### src/logic/acb_cfg.svh
// Offsets, field widths, bit positions and reset values of the calibration value bank.
// Assumes byte addressing on an APB bus with 32-bit data, one aligned word per register.
`ifndef ACB_CFG_SVH
`define ACB_CFG_SVH

`define ACB_NUM_REGS    11
`define ACB_MAX_W       10

`define ACB_OFS_PLUS3   8'h40
`define ACB_OFS_PLUS2   8'h44
`define ACB_OFS_PLUS1   8'h48
`define ACB_OFS_PLUS0   8'h4C
`define ACB_OFS_MINUSD  8'h54
`define ACB_OFS_MINUSS  8'h58
`define ACB_OFS_MINUS4  8'h5C
`define ACB_OFS_MINUS3  8'h60
`define ACB_OFS_MINUS2  8'h64
`define ACB_OFS_MINUS1  8'h68
`define ACB_OFS_MINUS0  8'h6C
`define ACB_OFS_STATUS  8'h70
`define ACB_OFS_CTRL    8'h74

`define ACB_W_PLUS3     9
`define ACB_W_PLUS2     8
`define ACB_W_PLUS1     7
`define ACB_W_PLUS0     6
`define ACB_W_MINUSD    6
`define ACB_W_MINUSS    6
`define ACB_W_MINUS4    10
`define ACB_W_MINUS3    9
`define ACB_W_MINUS2    8
`define ACB_W_MINUS1    7
`define ACB_W_MINUS0    6

`define ACB_ST_LOADED   0
`define ACB_ST_OVERWR   1
`define ACB_ST_BUSY     2
`define ACB_CTRL_LOCK   0

`define ACB_VAL_RST     10'h000
`define ACB_RD_ZERO     32'h0000_0000

`endif

### src/logic/acb_pkg.sv
// Types shared by the calibration value bank modules.
// Assumes acb_cfg.svh is on the include path.
`include "acb_cfg.svh"
package acb_pkg;

  typedef struct packed {
    logic [`ACB_W_PLUS3-1:0]  plus_value3;
    logic [`ACB_W_PLUS2-1:0]  plus_value2;
    logic [`ACB_W_PLUS1-1:0]  plus_value1;
    logic [`ACB_W_PLUS0-1:0]  plus_value0;
    logic [`ACB_W_MINUSD-1:0] minus_value_d;
    logic [`ACB_W_MINUSS-1:0] minus_value_s;
    logic [`ACB_W_MINUS4-1:0] minus_value4;
    logic [`ACB_W_MINUS3-1:0] minus_value3;
    logic [`ACB_W_MINUS2-1:0] minus_value2;
    logic [`ACB_W_MINUS1-1:0] minus_value1;
    logic [`ACB_W_MINUS0-1:0] minus_value0;
  } acb_cal_set_t;

  typedef struct packed {
    logic        wr_en;
    logic        rd_en;
    logic [7:0]  addr;
    logic [31:0] wdata;
  } acb_reg_acc_t;

endpackage : acb_pkg

### src/logic/acb_cal_reg.sv
// One calibration value register of parameterised width.
// Assumes load and write strobes are single-cycle and on the same clock.
`timescale 1ns/10ps
`include "acb_cfg.svh"
module acb_cal_reg #(
  parameter int WIDTH = 6
) (
  input  wire logic             clk,
  input  wire logic             rst_n,
  input  wire logic             load,
  input  wire logic [WIDTH-1:0] load_val,
  input  wire logic             wr,
  input  wire logic [WIDTH-1:0] wr_val,
  output logic      [WIDTH-1:0] value_q
);

  if (WIDTH < 1 || WIDTH > `ACB_MAX_W) begin : g_bad_width
    $error("acb_cal_reg: unsupported WIDTH");
  end

  // Engine load beats software write
  always_ff @(posedge clk or negedge rst_n) begin
    if (!rst_n) begin
      value_q <= WIDTH'(`ACB_VAL_RST);
    end else if (load) begin
      value_q <= load_val;
    end else if (wr) begin
      value_q <= wr_val;
    end
  end

endmodule : acb_cal_reg

### src/logic/acb_apb_slave.sv
// APB slave front end: zero wait states, read data captured in the setup cycle.
// Assumes the register decode answers hit and read data combinationally from addr.
`timescale 1ns/10ps
`include "acb_cfg.svh"
module acb_apb_slave (
  input  wire logic                 clk,
  input  wire logic                 rst_n,
  input  wire logic                 psel,
  input  wire logic                 penable,
  input  wire logic                 pwrite,
  input  wire logic [7:0]           paddr,
  input  wire logic [31:0]          pwdata,
  input  wire logic                 hit,
  input  wire logic [31:0]          rdata,
  output logic                      pready,
  output logic                      pslverr,
  output logic      [31:0]          prdata_q,
  output acb_pkg::acb_reg_acc_t     acc
);

  logic setup;
  logic access;

  assign setup     = psel & ~penable;
  assign access    = psel & penable;
  assign pready    = 1'b1;
  assign pslverr   = access & ~hit;
  assign acc.wr_en = access & pwrite & hit;
  assign acc.rd_en = setup & ~pwrite;
  assign acc.addr  = paddr;
  assign acc.wdata = pwdata;

  // Read data held through the access phase
  always_ff @(posedge clk or negedge rst_n) begin
    if (!rst_n) begin
      prdata_q <= `ACB_RD_ZERO;
    end else if (acc.rd_en) begin
      prdata_q <= hit ? rdata : `ACB_RD_ZERO;
    end
  end

endmodule : acb_apb_slave

### src/logic/acb_top.sv
// Calibration value bank: four plus-side and seven minus-side values behind APB.
// Assumes CAL_ACTIVE and CAL_RESULT come from the calibration engine on CORE_CLK.
//
// Local design decision: the APB register port.
`timescale 1ns/10ps
`include "acb_cfg.svh"
module acb_top (
  input  wire logic                 CORE_CLK,
  input  wire logic                 RST_N,
  input  wire logic                 PSEL,
  input  wire logic                 PENABLE,
  input  wire logic                 PWRITE,
  input  wire logic [7:0]           PADDR,
  input  wire logic [31:0]          PWDATA,
  output logic      [31:0]          PRDATA,
  output logic                      PREADY,
  output logic                      PSLVERR,
  input  wire logic                 CAL_ACTIVE,
  input  wire acb_pkg::acb_cal_set_t CAL_RESULT,
  output acb_pkg::acb_cal_set_t     CAL_VALUES
);

  localparam int NUM = `ACB_NUM_REGS;
  localparam int MW  = `ACB_MAX_W;

  // Register index to width
  function automatic int reg_width(input int idx);
    case (idx)
      0:       reg_width = `ACB_W_PLUS3;
      1:       reg_width = `ACB_W_PLUS2;
      2:       reg_width = `ACB_W_PLUS1;
      3:       reg_width = `ACB_W_PLUS0;
      4:       reg_width = `ACB_W_MINUSD;
      5:       reg_width = `ACB_W_MINUSS;
      6:       reg_width = `ACB_W_MINUS4;
      7:       reg_width = `ACB_W_MINUS3;
      8:       reg_width = `ACB_W_MINUS2;
      9:       reg_width = `ACB_W_MINUS1;
      default: reg_width = `ACB_W_MINUS0;
    endcase
  endfunction : reg_width

  // Register index to byte offset
  function automatic logic [7:0] reg_offset(input int idx);
    case (idx)
      0:       reg_offset = `ACB_OFS_PLUS3;
      1:       reg_offset = `ACB_OFS_PLUS2;
      2:       reg_offset = `ACB_OFS_PLUS1;
      3:       reg_offset = `ACB_OFS_PLUS0;
      4:       reg_offset = `ACB_OFS_MINUSD;
      5:       reg_offset = `ACB_OFS_MINUSS;
      6:       reg_offset = `ACB_OFS_MINUS4;
      7:       reg_offset = `ACB_OFS_MINUS3;
      8:       reg_offset = `ACB_OFS_MINUS2;
      9:       reg_offset = `ACB_OFS_MINUS1;
      default: reg_offset = `ACB_OFS_MINUS0;
    endcase
  endfunction : reg_offset

  acb_pkg::acb_reg_acc_t acc;
  logic [MW-1:0]         load_val [NUM];
  logic [MW-1:0]         cur_val  [NUM];
  logic [NUM-1:0]        sel;
  logic [NUM-1:0]        wr_hit;
  logic                  sel_status;
  logic                  sel_ctrl;
  logic                  hit;
  logic [31:0]           rd_mux;
  logic                  cal_active_q;
  logic                  cal_done;
  logic                  loaded_q;
  logic                  overwr_q;
  logic                  lock_q;
  logic                  sw_cal_wr;

  // Bus front end
  acb_apb_slave u_apb (
    .clk      (CORE_CLK),
    .rst_n    (RST_N),
    .psel     (PSEL),
    .penable  (PENABLE),
    .pwrite   (PWRITE),
    .paddr    (PADDR),
    .pwdata   (PWDATA),
    .hit      (hit),
    .rdata    (rd_mux),
    .pready   (PREADY),
    .pslverr  (PSLVERR),
    .prdata_q (PRDATA),
    .acc      (acc)
  );

  // End of calibration is the falling edge of the active bit
  always_ff @(posedge CORE_CLK or negedge RST_N) begin
    if (!RST_N) begin
      cal_active_q <= 1'b0;
    end else begin
      cal_active_q <= CAL_ACTIVE;
    end
  end

  assign cal_done = cal_active_q & ~CAL_ACTIVE;

  // Engine results, zero-extended per index
  assign load_val[0]  = MW'(CAL_RESULT.plus_value3);
  assign load_val[1]  = MW'(CAL_RESULT.plus_value2);
  assign load_val[2]  = MW'(CAL_RESULT.plus_value1);
  assign load_val[3]  = MW'(CAL_RESULT.plus_value0);
  assign load_val[4]  = MW'(CAL_RESULT.minus_value_d);
  assign load_val[5]  = MW'(CAL_RESULT.minus_value_s);
  assign load_val[6]  = MW'(CAL_RESULT.minus_value4);
  assign load_val[7]  = MW'(CAL_RESULT.minus_value3);
  assign load_val[8]  = MW'(CAL_RESULT.minus_value2);
  assign load_val[9]  = MW'(CAL_RESULT.minus_value1);
  assign load_val[10] = MW'(CAL_RESULT.minus_value0);

  // Value registers, one per index
  for (genvar i = 0; i < NUM; i++) begin : g_reg
    localparam int         W   = reg_width(i);
    localparam logic [7:0] OFS = reg_offset(i);

    assign sel[i]    = (acc.addr == OFS);
    assign wr_hit[i] = acc.wr_en & sel[i] & ~lock_q;

    acb_cal_reg #(
      .WIDTH (W)
    ) u_val (
      .clk      (CORE_CLK),
      .rst_n    (RST_N),
      .load     (cal_done),
      .load_val (load_val[i][W-1:0]),
      .wr       (wr_hit[i]),
      .wr_val   (acc.wdata[W-1:0]),
      .value_q  (cur_val[i][W-1:0])
    );

    if (W < MW) begin : g_pad
      assign cur_val[i][MW-1:W] = '0;
    end
  end

  // Stored values out to the converter
  assign CAL_VALUES.plus_value3   = cur_val[0][`ACB_W_PLUS3-1:0];
  assign CAL_VALUES.plus_value2   = cur_val[1][`ACB_W_PLUS2-1:0];
  assign CAL_VALUES.plus_value1   = cur_val[2][`ACB_W_PLUS1-1:0];
  assign CAL_VALUES.plus_value0   = cur_val[3][`ACB_W_PLUS0-1:0];
  assign CAL_VALUES.minus_value_d = cur_val[4][`ACB_W_MINUSD-1:0];
  assign CAL_VALUES.minus_value_s = cur_val[5][`ACB_W_MINUSS-1:0];
  assign CAL_VALUES.minus_value4  = cur_val[6][`ACB_W_MINUS4-1:0];
  assign CAL_VALUES.minus_value3  = cur_val[7][`ACB_W_MINUS3-1:0];
  assign CAL_VALUES.minus_value2  = cur_val[8][`ACB_W_MINUS2-1:0];
  assign CAL_VALUES.minus_value1  = cur_val[9][`ACB_W_MINUS1-1:0];
  assign CAL_VALUES.minus_value0  = cur_val[10][`ACB_W_MINUS0-1:0];

  assign sel_status = (acc.addr == `ACB_OFS_STATUS);
  assign sel_ctrl   = (acc.addr == `ACB_OFS_CTRL);
  assign sw_cal_wr  = |wr_hit;

  // Read mux and address decode
  always_comb begin
    rd_mux = `ACB_RD_ZERO;
    hit    = sel_status | sel_ctrl;
    for (int k = 0; k < NUM; k++) begin
      if (sel[k]) begin
        rd_mux = 32'(cur_val[k]);
        hit    = 1'b1;
      end
    end
    if (sel_status) begin
      rd_mux[`ACB_ST_LOADED] = loaded_q;
      rd_mux[`ACB_ST_OVERWR] = overwr_q;
      rd_mux[`ACB_ST_BUSY]   = cal_active_q;
    end
    if (sel_ctrl) begin
      rd_mux[`ACB_CTRL_LOCK] = lock_q;
    end
  end

  // Loaded flag: set by finished calibration, write 1 clears, set wins
  always_ff @(posedge CORE_CLK or negedge RST_N) begin
    if (!RST_N) begin
      loaded_q <= 1'b0;
    end else if (cal_done) begin
      loaded_q <= 1'b1;
    end else if (acc.wr_en && sel_status && acc.wdata[`ACB_ST_LOADED]) begin
      loaded_q <= 1'b0;
    end
  end

  // Overwrite flag: software changed a value after calibration
  always_ff @(posedge CORE_CLK or negedge RST_N) begin
    if (!RST_N) begin
      overwr_q <= 1'b0;
    end else if (sw_cal_wr && loaded_q && !cal_done) begin
      overwr_q <= 1'b1;
    end else if (acc.wr_en && sel_status && acc.wdata[`ACB_ST_OVERWR]) begin
      overwr_q <= 1'b0;
    end
  end

  // Write lock for the value registers
  always_ff @(posedge CORE_CLK or negedge RST_N) begin
    if (!RST_N) begin
      lock_q <= 1'b0;
    end else if (acc.wr_en && sel_ctrl) begin
      lock_q <= acc.wdata[`ACB_CTRL_LOCK];
    end
  end
endmodule : acb_top

### config.mk
export PLATFORM = sky130hd
export DESIGN_NAME = acb_top
export DESIGN_NICKNAME = d
export VERILOG_FILES = /design/src/logic/acb_pkg.sv /design/src/logic/acb_cal_reg.sv /design/src/logic/acb_apb_slave.sv /design/src/logic/acb_top.sv
export VERILOG_INCLUDE_DIRS = /design/src /design/src/logic
export SDC_FILE = /design/constraint.sdc
export NUM_CORES = 1
export LEC_CHECK = 0
export ABC_AREA = 1
export BUFFER_PORTS_ARGS = -buffer_cell sky130_fd_sc_hd__buf_2
export CAP_MARGIN = 20
export CORE_MARGIN = 3
export CORE_UTILIZATION = 25
export CTS_CLUSTER_DIAMETER = 150
export CTS_CLUSTER_SIZE = 8
export DETAILED_ROUTE_END_ITERATION = 10
export PLACE_DENSITY = 0.47
export SLEW_MARGIN = 15
export SYNTH_ARGS = -nofsm -noshare
export SYNTH_HDL_FRONTEND = slang
export SYNTH_SLANG_ARGS = --single-unit
### constraint.sdc
create_clock -name CORE_CLK -period 2.35 [get_ports CORE_CLK]
set_clock_uncertainty 0.1 [all_clocks]
set_input_delay 0.3525 -clock CORE_CLK [delete_from_list [all_inputs] [get_ports CORE_CLK]]
set_output_delay 0.3525 -clock CORE_CLK [all_outputs]
set_load 0.02 [all_outputs]
==> impl_metrics.py <==
metrics = {
    "worst_setup_path": {
        "cp_top_family": "buffers and inverters",
        "slowest_delay_ns": 0.18,
        "cpMaxStageDelayCell": "nor2_2",
        "reg2reg_depth": 7,
        "end_kind": "output port",
        "crit_path_cell_trace": "buf_2, inv_1, nand2_1, buf_4, nor2_2, nand2_1, nand2_1, nor2_2, nand2_4, buf_4, nor2_1, buf_2",
        "setup.worst_path.start": "PADDR[7]",
        "regToRegStartpoint": "cal_active_q$_DFF_PN0_",
        "path_class": "input pin to output port",
        "r2r_end": "g_reg[5].u_val.value_q[0]$_DFFE_PN0P_",
        "crit_buf_inv": 5,
        "path_common_cell": "nand2_1",
        "cp_data_arrival_time_ns": 1.62,
        "crit_path_start_kind": "input pin",
        "rrSetupSlack_ns": 0.50,
        "crit_fanout": 5,
        "crit_required_ns": 1.90,
    },
    "cells_and_area": {
        "mostFrequentLayoutCells": "221 x nand2_1, 197 x buf_2, 105 x nor2_1",
        "drive_gt1_share_pct": 30.84,
        "syn_to_final_growth_pct": 31.52,
        "num_antenna_cells": 0,
        "nets": 1060,
        "final_common_cell": "nand2_1",
    },
    "worst_hold_path": {
        "hold_end": "cal_active_q$_DFF_PN0_",
        "hold_path_depth": 1,
        "min_path_type": "input pin to register",
        "min_from": "CAL_ACTIVE",
    },
    "job": {
        "cap_violations": 0,
    },
    "synth": {
        "synth_cell_types": 39,
        "yosysWarnings": 0,
        "synthCells": 715,
        "synth-edff-count": 0,
        "syn_avg_cell_area_um2": 7.511,
        "synth_ff_type": "dfrtp_1",
        "synth_seq_area_share_pct": 44.73,
        "synth_area_um2": 5370,
        "ys_async_sr_fraction_pct": 100.0,
        "ys_ff_latch": 96,
    },
    "timing": {
        "maxSlewViolCount": 0,
        "whs_ns": 0.05619,
        "finalHoldViolCount": 0,
        "setup_viol": 0,
        "max_freq_mhz": 483.5,
        "slew_headroom_pct": 63.56,
        "tns_ns": 0,
        "worstMarginPinSlew_ns": 0.5453,
        "rsz0062_at_grt": "false",
        "timing.final.crit_share_pct": 88.01,
        "finalCriticalPeriod_ns": 2.068,
    },
    "power": {
        "leakagePower_uw": 0.003526,
        "peakVddDrop_uv": 332.3,
        "power_density_nw_per_um2": 641.3,
    },
    "place": {
        "io_buffer_count": 198,
        "dp_hpwl_um": 17300,
        "place.gp.congestion": 0.8443,
    },
    "clocking": {
        "cts_tree": "yes",
        "cts_resized": 0,
        "clockRootBuffer": "clkbuf_16",
        "cts.clk_slew.worst_paths_ns": 0.06,
        "cts_buffer_depth": 2,
        "post_cts_buffers": 0,
        "cts.htree.levels": 3,
        "numClockSinks": 96,
        "clk_latency_ns": 0.36,
        "cts_buffers": 9,
        "cts_hold_buf": 1,
    },
    "grt": {
        "overflow": 0,
        "first_global_vias": 5444,
        "grt_pass1_wl_um": 33150,
        "track_usage_pct": 18.58,
        "antenna_found_initial": 0,
        "grt_max_degree": 84,
    },
    "floorplan": {
        "num_rows": 52,
        "die_w_um": 152.6,
        "ioPinCount": 244,
        "start_util_pct": 25.96,
        "coreArea_um2": 20690,
        "fp.dieH_um": 152.6,
        "fp.dieArea_um2": 23270,
    },
    "drt": {
        "drt-initial-drc-count": 268,
        "ant_nets": 0,
        "viasPerCell": 4.548,
        "dr.pass1.iters": 5,
        "routed_wl_um": 21970,
        "via_count": 5476,
        "routedWlPerCell_um": 18.25,
        "drc_errors": 0,
    },
    "run_status": {
        "status": "completed",
    },
}
[logic make-up (layout without fill, tap and decap cells)]
logic type      count (synthesis)  after routing  share of synthesized area, %
simple gates                  394            394                         31.29
other cells                     2             23                        0.1398
buf+inv                       100            298                         10.04
compound gates                123            123                         13.79
flops                          96             96                         44.73
[per-layer routing]
layer	global-route usage, %	up-vias	part of all wire (%)
li1	-	2738	-
met1	25.45	2541	46
met2	29.88	173	47
met3	3.351	24	4.8
met4	5.940	0	2.3
met5	0	-	0
[cells in the mapped netlist, types with 2 or more instances]
| cell | n | share of area [%] |
|---|---|---|
| nor2_2 | 5 | 0.58 |
| dfrtp_1 | 96 | 45 |
| conb_1 | 2 | 0.14 |
| nand2_2 | 14 | 1.6 |
| o22ai_1 | 8 | 0.93 |
| inv_2 | 4 | 0.28 |
| nand2_1 | 221 | 15 |
| nand4_1 | 7 | 0.82 |
| o21ai_0 | 30 | 2.8 |
| or2_2 | 2 | 0.23 |
| o211ai_1 | 2 | 0.28 |
| buf_2 | 4 | 0.37 |
| nand3_1 | 22 | 2.1 |
| a21oi_1 | 7 | 0.65 |
| nor2_1 | 106 | 7.4 |
| clkbuf_1 | 17 | 1.2 |
| nand2_4 | 5 | 1.0 |
| a31oi_1 | 70 | 8.2 |
| buf_4 | 28 | 3.9 |
| buf_6 | 5 | 1.0 |
| inv_1 | 39 | 2.7 |
| nor3_1 | 4 | 0.37 |
[worst max path at each step]
stage | slack, ns | cells after the start | endpoint
after floorplan | 0.37 | 15 | g_reg[6].u_val.value_q[5]$_DFFE_PN0P_
after global placement | 0.03 | 14 | u_apb.prdata_q[0]$_DFFE_PN0P_
after detailed placement | 0.02 | 15 | g_reg[8].u_val.value_q[6]$_DFFE_PN0P_
after CTS | 0.28 | 12 | PSLVERR
after global routing | 0.14 | 12 | PSLVERR
final | 0.28 | 12 | PSLVERR
[through the flow]
step / worst slack (ns) / total power [uW] / instance area [um^2] / instances / utilization (%)
floorplan: 0.3736 / 2689 / 5449 / 736 / -
global placement: 0.03324 / 3227 / 6809 / 1190 / 32.91
detailed placement: 0.01874 / 3239 / 6809 / 1190 / 32.91
CTS: 0.2759 / 4581 / 7063 / 1204 / 34.14
global route: 0.1366 / 4757 / 7063 / 1204 / 34.14
finish: 0.2818 / 4529 / 7063 / 1204 / 34.14
[sequential cells by signal, indices dropped and copies added (netlist names)]
register,count
overwr_q,1
lock_q,1
u_apb.prdata_q,10
g.u_val.value_q,82
loaded_q,1
cal_active_q,1
[report_power, final]
group / internal, uW / leakage, uW / switching [uW]
Clock: 703 / 0.000115 / 639
Sequential: 1860 / 0.00111 / 194
Combinational: 382 / 0.00230 / 757
[final cells by class]
| class | count | area [um^2] |
|---|---|---|
| Fill cell | 2333 | 13630 |
| Multi-Input combinational cell | 540 | 2515 |
| Sequential cell | 96 | 2402 |
| Timing Repair Buffer | 241 | 1394 |
| Tap cell | 270 | 337.8 |
| Clock buffer | 12 | 236.5 |
| Inverter | 44 | 170.2 |
| Clock inverter | 1 | 7.507 |
Power figures use the tool's default switching activity.
